--- src/shared/pagsm_pkg.sv ---
// ==========================================================================
// shared constants for the port a / port c pin multiplexer
// ==========================================================================
package pagsm_pkg;

  // ========================================================================
  // bus geometry
  // ========================================================================
  localparam int ADDR_W = 8;
  localparam int DATA_W = 32;
  localparam int IDX_W  = ADDR_W - 2;
  localparam int BE_W   = DATA_W / 8;
  localparam int REG_W  = 8;

  // ========================================================================
  // register indices; byte address is four times the index
  // ========================================================================
  localparam logic [IDX_W-1:0] IDX_PORT_A_DATA      = 6'h00;
  localparam logic [IDX_W-1:0] IDX_RESERVED_ONE     = 6'h01;
  localparam logic [IDX_W-1:0] IDX_PORT_A_DIRECTION = 6'h02;
  localparam logic [IDX_W-1:0] IDX_RESERVED_THREE   = 6'h03;
  localparam logic [IDX_W-1:0] IDX_PORT_C_DATA      = 6'h04;
  localparam logic [IDX_W-1:0] IDX_PORT_C_DIRECTION = 6'h06;

  // ========================================================================
  // pin counts and peripheral bit positions
  // ========================================================================
  localparam int PA_WIDTH = 6;
  localparam int PC_WIDTH = 2;
  localparam int SPI_W    = 4;
  localparam int SPI_SS   = 3;
  localparam int SPI_SCK  = 2;
  localparam int SPI_MOSI = 1;
  localparam int SPI_MISO = 0;
  localparam int PC_CLK   = 0;
  localparam int PC_INT   = 1;
  localparam int BE_LOW   = 0;

  // ========================================================================
  // reset values
  // ========================================================================
  localparam logic [REG_W-1:0]  RST_REG  = 8'h00;
  localparam logic [DATA_W-1:0] RST_DATA = 32'h0000_0000;

  // ========================================================================
  // bus handshake states
  // ========================================================================
  typedef enum logic [1:0] {
    PAGSM_IDLE = 2'b01,
    PAGSM_ACK  = 2'b10
  } pagsm_bus_t;

endpackage

--- src/rtl/pagsm_sync.sv ---
`timescale 1ns/1ps
// ==========================================================================
// two stage pin synchroniser
// ==========================================================================
module pagsm_sync #(
  parameter int W = 1
) (
  // clock and reset
  input  wire logic         clk,
  input  wire logic         reset_n,
  // pins and synchronised levels
  input  wire logic [W-1:0] async_in,
  output logic      [W-1:0] sync_out
);

  logic [W-1:0] stage_one;
  logic [W-1:0] next_stage_one;
  logic [W-1:0] next_sync_out;

  always_comb
  begin
    next_stage_one = async_in;
    next_sync_out  = stage_one;
  end

  always_ff @(posedge clk or negedge reset_n)
  begin
    if (!reset_n)
    begin
      stage_one <= '0;
      sync_out  <= '0;
    end
    else
    begin
      stage_one <= next_stage_one;
      sync_out  <= next_sync_out;
    end
  end

endmodule

--- src/rtl/pagsm_top.sv ---
// Our own choice: the Avalon-MM slave port.
`timescale 1ns/1ps
// Overview of operation
// - data read returns latch where direction is 1, else synchronised pin
// - port a bits 3..0 carry spi ss, sck, mosi, miso when spi uses them
// - pins not used by their peripheral behave as plain gpio
// - reserved slots one and three read zero, writes change nothing
// - gpio pin drives when direction bit is 1, else high impedance input
// - spi decides direction of owned pins; stored direction bit unchanged
// - direction register holds bits 5..0, bits 7..6 read zero, any time
// - port c data register readable and writable at any time
// - port c pin 1 is link interrupt input, pin 0 link clock output
module pagsm_top
  import pagsm_pkg::*;
#(
  parameter int PA_W = PA_WIDTH,
  parameter int PC_W = PC_WIDTH
) (
  // clock and reset
  input  wire logic              clk,
  input  wire logic              reset_n,
  // avalon-mm slave
  input  wire logic [ADDR_W-1:0] address,
  input  wire logic              read,
  input  wire logic              write,
  input  wire logic [DATA_W-1:0] writedata,
  input  wire logic [BE_W-1:0]   byteenable,
  output logic      [DATA_W-1:0] readdata,
  output logic                   waitrequest,
  // port a pins
  input  wire logic [PA_W-1:0]   pa_pin_in,
  output logic      [PA_W-1:0]   pa_pin_out,
  output logic      [PA_W-1:0]   pa_pin_oe,
  // spi peripheral side
  input  wire logic [SPI_W-1:0]  spi_pin_owned,
  input  wire logic [SPI_W-1:0]  spi_pin_drive,
  input  wire logic [SPI_W-1:0]  spi_pin_drive_oe,
  output logic      [SPI_W-1:0]  spi_pin_level,
  // port c pins
  input  wire logic [PC_W-1:0]   pc_pin_in,
  output logic      [PC_W-1:0]   pc_pin_out,
  output logic      [PC_W-1:0]   pc_pin_oe,
  // die link side
  input  wire logic              die_link_clock_enable,
  input  wire logic              die_link_clock_out,
  input  wire logic              die_link_interrupt_enable,
  output logic                   die_link_interrupt_in
);

  // ========================================================================
  // decoding helpers
  // ========================================================================
  function automatic logic reg_hit(input logic [ADDR_W-1:0] a,
                                   input logic [IDX_W-1:0]  idx);
    reg_hit = (a[ADDR_W-1:2] == idx);
  endfunction

  function automatic logic [REG_W-1:0] readback(
    input logic [REG_W-1:0] latch,
    input logic [REG_W-1:0] dir,
    input logic [REG_W-1:0] pin);
    readback = (latch & dir) | (pin & ~dir);
  endfunction

  // ========================================================================
  // pin synchronisers
  // ========================================================================
  logic [PA_W-1:0] pa_sync;
  logic [PC_W-1:0] pc_sync;

  pagsm_sync #(.W(PA_W)) u_pa_sync (
    .clk      (clk),
    .reset_n  (reset_n),
    .async_in (pa_pin_in),
    .sync_out (pa_sync)
  );

  pagsm_sync #(.W(PC_W)) u_pc_sync (
    .clk      (clk),
    .reset_n  (reset_n),
    .async_in (pc_pin_in),
    .sync_out (pc_sync)
  );

  // ========================================================================
  // registers and bus handshake
  // ========================================================================
  pagsm_bus_t        state;
  pagsm_bus_t        next_state;
  logic [PA_W-1:0]   port_a_data;
  logic [PA_W-1:0]   next_port_a_data;
  logic [PA_W-1:0]   port_a_direction;
  logic [PA_W-1:0]   next_port_a_direction;
  logic [PC_W-1:0]   port_c_data;
  logic [PC_W-1:0]   next_port_c_data;
  logic [PC_W-1:0]   port_c_direction;
  logic [PC_W-1:0]   next_port_c_direction;
  logic [DATA_W-1:0] next_readdata;
  logic [REG_W-1:0]  pa_rb;
  logic [REG_W-1:0]  pc_rb;
  logic              wr_commit;
  logic              wr_low;

  assign pa_rb = readback(REG_W'(port_a_data), REG_W'(port_a_direction),
                          REG_W'(pa_sync));
  assign pc_rb = readback(REG_W'(port_c_data), REG_W'(port_c_direction),
                          REG_W'(pc_sync));

  // one wait cycle, then the answer
  assign waitrequest = (read | write) & (state == PAGSM_IDLE);
  assign wr_commit   = write & (state == PAGSM_ACK);
  assign wr_low      = wr_commit & byteenable[BE_LOW];

  always_comb
  begin
    next_state            = state;
    next_readdata         = readdata;
    next_port_a_data      = port_a_data;
    next_port_a_direction = port_a_direction;
    next_port_c_data      = port_c_data;
    next_port_c_direction = port_c_direction;
    unique case (state)
      PAGSM_IDLE:
      begin
        if (read | write)
        begin
          next_state = PAGSM_ACK;
        end
        if (read)
        begin
          next_readdata = RST_DATA;
          if (reg_hit(address, IDX_PORT_A_DATA))
          begin
            next_readdata = DATA_W'(pa_rb[PA_W-1:0]);
          end
          if (reg_hit(address, IDX_PORT_A_DIRECTION))
          begin
            next_readdata = DATA_W'(port_a_direction);
          end
          if (reg_hit(address, IDX_PORT_C_DATA))
          begin
            next_readdata = DATA_W'(pc_rb[PC_W-1:0]);
          end
          if (reg_hit(address, IDX_PORT_C_DIRECTION))
          begin
            next_readdata = DATA_W'(port_c_direction);
          end
        end
      end
      PAGSM_ACK:
      begin
        next_state = PAGSM_IDLE;
      end
    endcase
    if (wr_low && reg_hit(address, IDX_PORT_A_DATA))
    begin
      next_port_a_data = writedata[PA_W-1:0];
    end
    if (wr_low && reg_hit(address, IDX_PORT_A_DIRECTION))
    begin
      next_port_a_direction = writedata[PA_W-1:0];
    end
    if (wr_low && reg_hit(address, IDX_PORT_C_DATA))
    begin
      next_port_c_data = writedata[PC_W-1:0];
    end
    if (wr_low && reg_hit(address, IDX_PORT_C_DIRECTION))
    begin
      next_port_c_direction = writedata[PC_W-1:0];
    end
  end

  always_ff @(posedge clk or negedge reset_n)
  begin
    if (!reset_n)
    begin
      state            <= PAGSM_IDLE;
      readdata         <= RST_DATA;
      port_a_data      <= RST_REG[PA_W-1:0];
      port_a_direction <= RST_REG[PA_W-1:0];
      port_c_data      <= RST_REG[PC_W-1:0];
      port_c_direction <= RST_REG[PC_W-1:0];
    end
    else
    begin
      state            <= next_state;
      readdata         <= next_readdata;
      port_a_data      <= next_port_a_data;
      port_a_direction <= next_port_a_direction;
      port_c_data      <= next_port_c_data;
      port_c_direction <= next_port_c_direction;
    end
  end

  // ========================================================================
  // pin multiplexing
  // ========================================================================
  logic [PA_W-1:0] own_mask;
  logic [PA_W-1:0] spi_out_ext;
  logic [PA_W-1:0] spi_oe_ext;
  logic [PC_W-1:0] link_mask;
  logic [PC_W-1:0] link_out;
  logic [PC_W-1:0] link_oe;

  assign own_mask    = PA_W'(spi_pin_owned);
  assign spi_out_ext = PA_W'(spi_pin_drive);
  assign spi_oe_ext  = PA_W'(spi_pin_drive_oe);
  assign spi_pin_level = pa_sync[SPI_W-1:0];

  genvar gi;
  generate
    for (gi = 0; gi < PA_W; gi = gi + 1)
    begin : g_pa
      assign pa_pin_out[gi] = own_mask[gi] ? spi_out_ext[gi]
                                           : port_a_data[gi];
      assign pa_pin_oe[gi]  = own_mask[gi] ? spi_oe_ext[gi]
                                           : port_a_direction[gi];
    end
  endgenerate

  // clock out on pin 0, interrupt in on pin 1
  always_comb
  begin
    link_mask         = '0;
    link_out          = '0;
    link_oe           = '0;
    link_mask[PC_CLK] = die_link_clock_enable;
    link_out[PC_CLK]  = die_link_clock_out;
    link_oe[PC_CLK]   = 1'b1;
    link_mask[PC_INT] = die_link_interrupt_enable;
  end

  assign pc_pin_out = (link_mask & link_out) | (~link_mask & port_c_data);
  assign pc_pin_oe  = (link_mask & link_oe)
                    | (~link_mask & port_c_direction);
  assign die_link_interrupt_in = die_link_interrupt_enable & pc_sync[PC_INT];

  logic [1:0] warm;
  always_ff @(posedge clk or negedge reset_n)
  begin
    if (!reset_n)
    begin
      warm <= 2'h0;
    end
    else if (warm != 2'h3)
    begin
      warm <= warm + 2'h1;
    end
  end
endmodule

--- config.mk ---
export PLATFORM = sky130hd
export DESIGN_NAME = pagsm_top
export DESIGN_NICKNAME = d
export VERILOG_FILES = /design/src/shared/pagsm_pkg.sv /design/src/rtl/pagsm_sync.sv /design/src/rtl/pagsm_top.sv
export SDC_FILE = /design/constraint.sdc
export NUM_CORES = 1
export LEC_CHECK = 0
export BUFFER_PORTS_ARGS = -buffer_cell sky130_fd_sc_hd__buf_2
export CORE_ASPECT_RATIO = 1.75
export CORE_MARGIN = 4
export CORE_UTILIZATION = 43
export CTS_BUF_LIST = sky130_fd_sc_hd__clkbuf_4
export DETAILED_ROUTE_END_ITERATION = 6
export PLACE_DENSITY = 0.81
export SETUP_SLACK_MARGIN = 0.02
export SKIP_LAST_GASP = 1
export SYNTH_ARGS = -nofsm -noshare
export SYNTH_HDL_FRONTEND = slang
export SYNTH_SLANG_ARGS = --single-unit
export TNS_END_PERCENT = 1
--- constraint.sdc ---
create_clock -name clk -period 1.9 [get_ports clk]
set_input_delay 0.38 -clock clk [delete_from_list [all_inputs] [get_ports clk]]
set_output_delay 0.38 -clock clk [all_outputs]
set_load 0.03 [all_outputs]
# Word-level counts from Yosys, hierarchy flattened

Cells that the tools add are included.

Equality and inequality tests: 6
Muxes and demuxes: 14
Bitwise gates (word level): 19
Reduce and logical (&&, ||, !) cells: 6

Operator list:

| kind                                                                  | count |
|---|---|
| 32-bit two-way mux                                                    | 3 |
| 6-bit bitwise AND                                                     | 2 |
| 6-bit by 3-bit equality test with 1-bit output, second input constant | 2 |
| 2-bit bitwise AND                                                     | 4 |
| 1-bit two-way mux                                                     | 8 |
| 6-bit by 2-bit equality test with 1-bit output, second input constant | 1 |
| 6-bit logical NOT                                                     | 1 |
| 6-bit two-way mux                                                     | 1 |
| 6-bit NOT                                                             | 1 |
| 6-bit bitwise OR                                                      | 1 |
| 1-bit bitwise AND                                                     | 4 |
| 1-bit logical AND                                                     | 4 |
| 2-bit NOT                                                             | 2 |
| 2-bit bitwise OR                                                      | 2 |
| 2-bit one-hot mux with 2 select lines                                 | 1 |
| 2-bit by 1-bit bitwise AND with 2-bit output                          | 1 |
| 2-bit by 1-bit equality test with 1-bit output, second input constant | 1 |
| 2-bit equality test, second input constant                            | 1 |
| 2-bit two-way mux                                                     | 1 |
| 2-bit inequality test, second input constant                          | 1 |
| 1-bit by 2-bit bitwise OR with 2-bit output                           | 1 |
| 2-bit AND reduction                                                   | 1 |
| 1-bit bitwise OR                                                      | 1 |

Bits in registers: 66
Bits of input ports: 71
Output and inout bits: 54
Word-level logic and storage cells: 55

# Depth between registers and ports, before layout

Gate-level depths: netlist of run 1.

Depth after elaboration: 7
Mapped depth: 4
Depth with buffers taken out: 3

# Modules after synthesis

Synthesis of run 1 repeated with hierarchy kept, for this count alone.

Cell total of the unflattened synthesis: 151
Area, all modules: 1,894.3 µm²

By module, submodules not included:

| module                  | times used | cells an instance | area each (µm²) | seq. area each (µm²) |
|---|---|---|---|---|
| pagsm_top               | 1          | 135               | 1,493.9         | 601.8 |
| pagsm_sync at u_pa_sync | 1          | 12                | 300.3           | 300.3 |
| pagsm_sync at u_pc_sync | 1          | 4                 | 100.1           | 100.1 |

# Worst setup path before layout of run 1

OpenSTA, ideal clock, no wires.

Path kind: input to register
Start point: input port address[2]
End point: register port_c_direction[0]
Arrival time: 1,836 ps
Data required time: 1,775 ps
Setup slack: -61 ps
Stages: 4
Path buffers: 1
Path through: or4_4 > buf_6 > or4_4 > mux2_4

Cells in the longest elaborated chain, start to end: 2

RTL lines:

| element                                        | RTL line         | RTL |
|---|---|---|
| start, declared                                | pagsm_top.sv:23  | `input wire logic [ADDR_W-1:0] address,` |
| 6-bit by 3-bit equality test with 1-bit output | pagsm_top.sv:55  | `reg_hit = (a[ADDR_W-1:2] == idx);` |
| 1-bit logical AND                              | pagsm_top.sv:167 | `if (wr_low && reg_hit(address, IDX_PORT_C_DIRECTION))` |
| end signal, assigned                           | pagsm_top.sv:182 | `port_c_direction <= RST_REG[PC_W-1:0];` |
| end signal, assigned                           | pagsm_top.sv:191 | `port_c_direction <= next_port_c_direction;` |
| end, declared                                  | pagsm_top.sv:96  | `logic [PC_W-1:0] port_c_direction;` |

No other way between the ends.
A chain may end at the register's enable or synchronous reset.

# Final worst setup path of run 1

Start point: register state[0]
End point: register port_c_direction[0]

Cells in the longest elaborated chain, start to end: 4

RTL lines:

| element                | RTL line         | RTL |
|---|---|---|
| start, declared        | pagsm_top.sv:88  | `pagsm_bus_t state;` |
| start signal, assigned | pagsm_top.sv:186 | `state <= next_state;` |
| 2-bit equality test    | pagsm_top.sv:111 | `assign wr_commit = write & (state == PAGSM_ACK);` |
| 1-bit bitwise AND      | pagsm_top.sv:111 |  |
| 1-bit bitwise AND      | pagsm_top.sv:112 | `assign wr_low = wr_commit & byteenable[BE_LOW];` |
| 1-bit logical AND      | pagsm_top.sv:167 |  |

No other way between the ends.

==> impl_metrics.toml, run 1 <==
[outcome]
status = "finished clean"

[finish]
fin_cells = 277
design_area_sq_um = 2300
area.growth.synth_to_final_pct = 18.4
drive_gt1_share_pct = 51.3
antennaDiodeCount = 0
utilization_pct = 52.2
nNetsFinal = 296

[place]
port_buffers = 67
dpl.cell_count = 269
place_hpwl_um = 3020
place_area_sq_um = 2220
routabilityCongestion = 0.773

[route]
firstDrtPassIters = 4
wl_um = 3790
drc_errors = 0
vias_per_cell = 4.82
vias = 1334
wl_per_cell_um = 13.7
detail-route-antenna-nets = 0
drtIter0Drc = 23

[power]
p_per_area_nw_per_um2 = 898
switchingPower_w = 0.000666
netSwitchingFraction_pct = 32.3
p_leak_nw = 1.20
power_frac_clock_pct = 25.2
power_frac_seq_pct = 49.3
power.internal_w = 0.00140
combPwrFrac_pct = 25.5
ir_drop_uv = 606

[synth]
syn_area_per_cell_sq_um = 12.6
synth_ff_type = "dfrtp_1"
ys_warn_count = 0
seq_area_frac_synth_pct = 51.6
netlist_area_sq_um = 1940
synth_seq_cells = 40
synth_cell_types = 30
synth_edf_count = 0
synth-async-reset-ratio_pct = 100
syn-instance-count = 154

[sta]
min_period_ps = 1720
skew_ps = 8.29
timing.hold.ws_ps = 78.5
rsz0062_at_grt = "false"
hold_viol = 0
timing.final.crit_share_pct = 90.5
fin_setup_tns_ps = 0
setup_violations = 0
drv_slew = 0
fmax_mhz = 582

[clocking]
ctsResizeCount = 0
holdBufCountCts = 0
clock_latency_ps = 330
cts.reportedPaths.clkPinSlew_ps = 110
cts_htree_levels = 2
cts_tree = "yes"
numCtsBuffers = 5
cts_num_sinks = 40
cts.path.max_buffers = 2
root_buffer = "clkbuf_4"
post-cts-setup-buffer-count = 0

[global_routing]
antenna_found_initial = 0
grt.total_usage_pct = 13.8
grt_pass1_wl_um = 5970
overflow = 0
grt_start_max_net_pins = 41
first_global_vias = 1320

[floorplan]
fp.dieH_um = 96.9
die-area_sq_um = 5700
fp.coreArea_sq_um = 4400
fp.dieW_um = 58.8
row_count = 32
io_pins = 125
initial_core_util_pct = 44.1

[setup_path]
path_max_fanout = 5
ff2ff_path_depth = 3
end_kind = "flip-flop"
r2r_start = "state[0]"
r2r-end = "port_c_direction[0]"
r2r_slack_ps = 180
worstSetupPathType = "reg2reg"
crit_path_start_kind = "flip-flop"
arrival_ps = 1950
crit_required_ps = 2130

[run]
drv_cap = 0

[min_path]
hold_class = "in2async"
[logic make-up after synthesis]
family / count (synthesis) / synth area share (%)
AO/OA/AOI/OAI: 18 / 6.31
buffers and inverters: 39 / 14.5
flip-flops: 40 / 51.6
multiplexers: 26 / 15.5
other: 1 / 0.193
AND/OR/NAND/NOR: 30 / 11.9
[worst max-delay path by stage]
stage	startpoint	to	slack, ps
final	state[0]	port_c_direction[0]	180
after global routing	state[0]	waitrequest	100
after CTS	state[0]	waitrequest	170
after detailed placement	address[2]	port_c_direction[0]	-150
after global placement	address[2]	port_c_direction[1]	-140
after floorplan	address[2]	port_c_direction[0]	-60
[cells in the mapped netlist, drive strengths merged, types with 2 or more instances]
library cell  number  area share (%)
or3b               4             1.8
nor3b              5             1.9
buf               35              14
dfrtp             39              50
or4                2             1.2
o41ai              4             1.8
nor2               3            0.58
nor2b              2            0.64
a21oi              4             1.0
nor4               3             2.5
a31oi              2            0.64
nand2              4            0.77
mux2              26              15
inv                3            0.58
a211o              4             1.8
o21ai              4             1.0
[state kept, by name, summed over array words and instances (netlist names)]
name	count
u_pc_sync.next_sync_out	2
port_c_direction	2
readdata	6
port_a_data	6
port_c_data	2
u_pa_sync.sync_out	6
state	2
u_pa_sync.next_sync_out	6
u_pc_sync.sync_out	2
port_a_direction	6
[metal layers]
| metal | GRT usage [%] | part of all wire (%) | vias up |
|---|---|---|---|
| li1 | - | - | 627 |
| met1 | 14.0 | 34 | 641 |
| met2 | 25.4 | 56 | 57 |
| met3 | 2.40 | 7.0 | 9 |
| met4 | 6.98 | 2.5 | 0 |
| met5 | 0 | 0 | - |
[placed cells by master, fill, tap and decap left out, drive strengths merged]
cell    netlist  final
or2           1      1
nand4b        1      1
nand3b        1      1
a31oi         2      2
nand2         4      4
nor3b         5      5
nor2          3      3
o41ai         4      4
or4           2      2
nand2b        1      1
o21ai         4      4
and3b         1      1
dfrtp        39     39
nor4          3      3
or3b          4      4
nor3          1      1
nor2b         2      2
mux2         26     26
a211o         4      4
conb          1     26
and2          1      1
clkinv        0      2
a21oi         4      4
dfstp         1      1
clkbuf        1      5
bufinv        0      1
buf          35     75
inv           3      3
[power by group through the flow]
stage	sequential, W	clock, W	combinational, W
2_1_floorplan	0.00107	0	0.000376
3_3_place_gp	0.00103	0	0.000520
3_5_place_dp	0.00104	0	0.000531
4_1_cts	0.00102	0.000545	0.000533
5_1_grt	0.00103	0.000585	0.000566
6_report	0.00102	0.000520	0.000526
[area by class of cell]
type,instances,area (sq um)
clock buffer,5,37.5
timing repair buffer,75,395
sequential,40,1000
multi-input combinational,100,752
clock inverter,3,37.5
tap,51,63.8
fill,410,2100
inverter,3,11.3
[critical path: stages, from the launching register on]
cell and delay [ps]:
dfstp_2 410, nand4b_1 360, or4_4 530, mux2_4 310
[through the flow]
step,total power (W),worst slack [ps]
after global placement,0.00155,-137
after global routing,0.00218,103
after CTS,0.00210,166
final,0.00207,181
after floorplan,0.00145,-60.8
after detailed placement,0.00157,-145
Power figures use the tool's default switching activity.
==> run 2: changes to the inputs <==
--- a/config.mk
+++ b/config.mk
@@ -11,10 +11,11 @@
 export CORE_UTILIZATION = 43
 export CTS_BUF_LIST = sky130_fd_sc_hd__clkbuf_4
 export DETAILED_ROUTE_END_ITERATION = 6
-export PLACE_DENSITY = 0.81
+export PLACE_DENSITY = 0.82
 export SETUP_SLACK_MARGIN = 0.02
 export SKIP_LAST_GASP = 1
 export SYNTH_ARGS = -nofsm -noshare
 export SYNTH_HDL_FRONTEND = slang
+export SYNTH_HIERARCHICAL = 1
 export SYNTH_SLANG_ARGS = --single-unit
 export TNS_END_PERCENT = 1
==> impl_metrics.toml, run 2 <==
[synth]
synthTopCellsByArea = "dfrtp_1 (52%), mux2_2 (15%), buf_4 (12%)"
yosysMostFrequentCell = "dfrtp_1"
synth_common_cells = "dfrtp_1 (39), buf_4 (30), mux2_2 (25)"
syn-instance-count = 151
synth_ff_type = "dfrtp_1"
syn_area_per_cell_sq_um = 12.5
ys_warn_count = 6
synth_top_area_share_pct = 51.5
yosys.area.top_type = "dfrtp_1"
synth-async-reset-ratio_pct = 100
synth_cell_types = 26
synth_edf_count = 0
seq_area_frac_synth_pct = 52.9
synth_seq_cells = 40
netlist_area_sq_um = 1890

[sta]
setup_violations = 0
rsz0062_at_grt = "false"
final.setup.worst_slack_ps = 135
fmax_mhz = 567
timing.final.crit_share_pct = 92.9
skew_ps = 10.8
hold_viol = 0
min_period_ps = 1760
fin_setup_tns_ps = 0
drv_slew = 0

[clocking]
root_buffer = "clkbuf_4"
cts.reportedPaths.clkPinSlew_ps = 110
cts_htree_levels = 2
numCtsBuffers = 5
cts_num_sinks = 40
clock_latency_ps = 360
cts_tree = "yes"
cts.path.max_buffers = 2

[min_path]
min_from = "pc_pin_in[0]"
hold_class = "in2reg"

[route]
wl_um = 3870
vias = 1303
vias_per_cell = 4.76
detail-route-antenna-nets = 0
firstDrtPassIters = 4
drtIter0Drc = 23
drc_errors = 0
wl_per_cell_um = 14.1

[power]
p_per_area_nw_per_um2 = 881
power_frac_seq_pct = 48.8
combPwrFrac_pct = 23.7
p_leak_nw = 1.21
power_frac_clock_pct = 27.5
netSwitchingFraction_pct = 31.2
ir_drop_uv = 613
power.internal_w = 0.00138
switchingPower_w = 0.000626

[floorplan]
fp.coreArea_sq_um = 4190
row_count = 31
initial_core_util_pct = 45.2
fp.dieW_um = 58.2
die-area_sq_um = 5570
fp.dieH_um = 95.8
io_pins = 125

[place]
dp_slack_ps = -37.5
port_buffers = 67
place_hpwl_um = 3130
place_area_sq_um = 2180
routabilityCongestion = 0.776

[setup_path]
worstSetupPathType = "reg2out"
end_kind = "output pin"
path_max_fanout = 3
arrival_ps = 1380
crit_path_start_kind = "flip-flop"
r2r_start = "state[1]"
crit_required_ps = 1520
worstSetupStartpoint = "state[0]"

[global_routing]
overflow = 0
grt_pass1_wl_um = 6070
grt_start_max_net_pins = 16
first_global_vias = 1379
antenna_found_initial = 0
grt.total_usage_pct = 14.7

[finish]
antennaDiodeCount = 0
fillers = 399
final_cell_mix = "buf_2 (66), dfrtp_1 (39), conb_1 (26)"
design_area_sq_um = 2280
area.growth.synth_to_final_pct = 20.2
drive_gt1_share_pct = 50.2
final_common_cell = "buf_2"
nNetsFinal = 295

[outcome]
status = "finished clean"

[run]
drv_cap = 0
## run 2: layout make-up
type                            instances  area, sq um  share of cell area [%]
Timing Repair Buffer                   73          385                    16.9
Inverter                                3         11.3                   0.495
Tap cell                               49         61.3                    2.69
Clock inverter                          2         35.0                    1.54
Clock buffer                            6         45.0                    1.98
Sequential cell                        40         1000                    44.0
Multi-Input combinational cell        101          737                    32.4
## run 2: metrics by stage
step	hold slack, ps	cells	utilization [%]	power (W)
final	125	274	54.4	0.00201
after global routing	84.6	274	54.4	0.00212
after CTS	118	274	54.2	0.00202
after detailed placement	301	265	52.1	0.00147
after global placement	297	265	52.1	0.00145
after floorplan	84.4	176	-	0.00136
## run 2: layer usage
layer	GRT usage (%)	part of all wire [%]	vias to the layer above
met3	3.89	7.5	6
met1	14.1	33	625
li1	-	-	615
met5	0	0	-
met2	27.6	57	57
met4	8.12	2.6	0
## run 2: final timing paths
path	slack [ps]	end	cells past startpoint
worst max-delay path	140	waitrequest	3
worst min-delay path	130	u_pc_sync/next_sync_out[0]	1
worst max register to register	210	port_a_data[5]	4
worst min register to register	350	u_pc_sync/sync_out[0]	0
max in group asynchronous	860	state[0]	3
min in group asynchronous	460	port_c_direction[0]	2
## run 2: critical path, stage by stage (launching register included)
cell	delay, ps
dfstp_2	540
nor2b_2	160
nor2b_1	140
clkbuf_4	190
## run 2: power by group through the flow
stage	clock, W	combinational (W)	sequential [W]
after global routing	0.000617	0.000518	0.000988
after global placement	0	0.000459	0.000991
final	0.000552	0.000476	0.000979
after CTS	0.000566	0.000473	0.000979
after floorplan	0	0.000348	0.00101
after detailed placement	0	0.000470	0.000996
## run 2: what timing repair did
| item | CTS | global route |
|---|---|---|
| setup endpoints to repair | 0 | 1 |
| hold endpoints to repair | 13 | 0 |
| buffers inserted | 0 | 0 |
| resized for setup | 0 | 2 |
| hold buffers | 1 | 0 |
## run 2: cells by family (layout without fill, tap and decap cells)
logic type             count (synthesis)  count (layout)  share of synthesized area, %
muxes                                 27              27                          15.9
DFF                                   40              40                          52.9
other                                  1              26                         0.198
buffers and inverters                 35              84                          13.3
AOI/OAI and AO/OA                     16              16                          6.41
and+or+nand+nor                       32              32                          11.3
==> run 3: changes to the inputs <==
--- a/config.mk
+++ b/config.mk
@@ -6,12 +6,14 @@
 export NUM_CORES = 1
 export LEC_CHECK = 0
 export BUFFER_PORTS_ARGS = -buffer_cell sky130_fd_sc_hd__buf_2
+export CELL_PAD_IN_SITES_DETAIL_PLACEMENT = 0
+export CELL_PAD_IN_SITES_GLOBAL_PLACEMENT = 1
 export CORE_ASPECT_RATIO = 1.75
 export CORE_MARGIN = 4
-export CORE_UTILIZATION = 43
+export CORE_UTILIZATION = 32
 export CTS_BUF_LIST = sky130_fd_sc_hd__clkbuf_4
 export DETAILED_ROUTE_END_ITERATION = 6
-export PLACE_DENSITY = 0.82
+export PLACE_DENSITY_LB_ADDON = 0.1
 export SETUP_SLACK_MARGIN = 0.02
 export SKIP_LAST_GASP = 1
 export SYNTH_ARGS = -nofsm -noshare
==> impl_metrics.toml, run 3 (synthesis gave the netlist of run 2 again) <==
[outcome]
status = "finished clean"

[power]
power_frac_clock_pct = 27.8
p_leak_nw = 1.23
power.internal_w = 0.00136
ir_drop_uv = 514
p_per_area_nw_per_um2 = 858
power_frac_seq_pct = 48.4
combPwrFrac_pct = 23.8
netSwitchingFraction_pct = 32.4
switchingPower_w = 0.000654

[global_routing]
overflow = 0
antenna_found_initial = 0
grt_pass1_wl_um = 6890
first_global_vias = 1343
grt.total_usage_pct = 12.8
grt_start_max_net_pins = 41
met1_usage_pct = 15.6
globalRouteMet3Util_pct = 3.27
busiest_layer = "met2"
met2_usage_pct = 21.3

[sta]
hold_viol = 0
timing.final.crit_share_pct = 91.7
rsz0062_at_grt = "false"
fmax_mhz = 574
skew_ps = 14.5
min_period_ps = 1740
drv_slew = 0
setup_violations = 0
fin_setup_tns_ps = 0

[finish]
area.growth.synth_to_final_pct = 24.1
final_common_cell = "buf_2"
final_cell_mix = "buf_2 (67), dfrtp_1 (39), conb_1 (26)"
drive_gt1_share_pct = 51.1
design_area_sq_um = 2350
antennaDiodeCount = 0
nNetsFinal = 299

[clocking]
root_buffer = "clkbuf_4"
clock_latency_ps = 350
post-cts-setup-buffer-count = 0
cts_tree = "yes"
cts.reportedPaths.clkPinSlew_ps = 130
cts_num_sinks = 40
cts.path.max_buffers = 2
cts_htree_levels = 2
numCtsBuffers = 5

[route]
drtIter0Drc = 24
firstDrtPassIters = 4
wl_per_cell_um = 14.4
detail-route-antenna-nets = 0
vias = 1336
vias_per_cell = 4.38
wl_um = 4400
drc_errors = 0

[floorplan]
initial_core_util_pct = 33.4
fp.dieW_um = 66.2
fp.coreArea_sq_um = 5680
fp.dieH_um = 110
die-area_sq_um = 7260
io_pins = 125
row_count = 36

[min_path]
min_from = "pc_pin_in[0]"
hold-path-endpoint = "u_pc_sync/next_sync_out[0]"
hold_class = "in2reg"
hold_depth = 1

[place]
place_area_sq_um = 2260
place_hpwl_um = 3450
port_buffers = 67
routabilityCongestion = 0.747

[setup_path]
crit_required_ps = 1520
r2r_start = "state[1]"
r2r_slack_ps = 270
end_kind = "output pin"
ff2ff_path_depth = 5
worstSetupPathType = "reg2out"
crit_path_start_kind = "flip-flop"
r2r-end = "port_a_data[1]"
path_max_fanout = 3
arrival_ps = 1360

[run]
drv_cap = 0
run 3: cell types whose count changed in the layout (fill, tap and decap cells not counted):
cell        previous run  this run
buf_12                 0         1
buf_2                 66        67
buf_4                  5         8
clkbuf_4               7         5
clkinvlp_4             0         1
run 3: worst max path at each step:
stage | start | to | slack [ps] | cells past startpoint
floorplan | address[7] | port_a_data[0] | 250 | 4
global placement | address[7] | port_a_data[1] | 70 | 6
detailed placement | address[7] | port_c_data[1] | 40 | 6
CTS | state[0] | waitrequest | 80 | 3
global route | state[0] | waitrequest | 70 | 3
finish | state[0] | waitrequest | 160 | 3
run 3: metal layers:
metal / share of wire, % / vias to the layer above
met5: 0 / -
met4: 1.7 / 0
met3: 7.1 / 5
met2: 53 / 58
met1: 38 / 639
li1: - / 634
run 3: repair_timing:
action	4_1_cts	5_1_grt
endpoints found under the hold margin	39	0
resized for setup	0	1
setup endpoints to repair	0	1
hold buffers	1	0
run 3: power by group through the flow:
stage | logic [W] | registers, W | clock network [W]
floorplan | 0.000348 | 0.00101 | 0
global placement | 0.000471 | 0.000990 | 0
detailed placement | 0.000481 | 0.000994 | 0
CTS | 0.000483 | 0.000978 | 0.000589
global route | 0.000520 | 0.000989 | 0.000622
finish | 0.000480 | 0.000976 | 0.000561
run 3: final cells by class:
type                    count  area [sq um]
repair buffers             77           425
flip-flops and latches     40          1000
multi-input cells         101           737
fillers                   591          3320
well taps                  76          95.1
clock inverters             3          42.5
inverters                   3          11.3
clock buffers               5          37.5
run 3: worst max-delay path, stage by stage, from the launching register on:
cell     delay [ps]
dfstp_2         540
nor2b_2         160
nor2b_1         130
buf_2           200
run 3: stage by stage:
stage / setup slack [ps] / power [W] / hold WS (ps) / instances / util (%)
after floorplan: 250 / 0.00136 / 84.4 / 176 / -
after global placement: 67.4 / 0.00146 / 332 / 296 / 39.8
after detailed placement: 38.2 / 0.00148 / 337 / 296 / 39.8
after CTS: 83.0 / 0.00205 / 103 / 305 / 41.4
after global routing: 71.0 / 0.00213 / 91.1 / 305 / 41.4
final: 158 / 0.00202 / 123 / 305 / 41.4
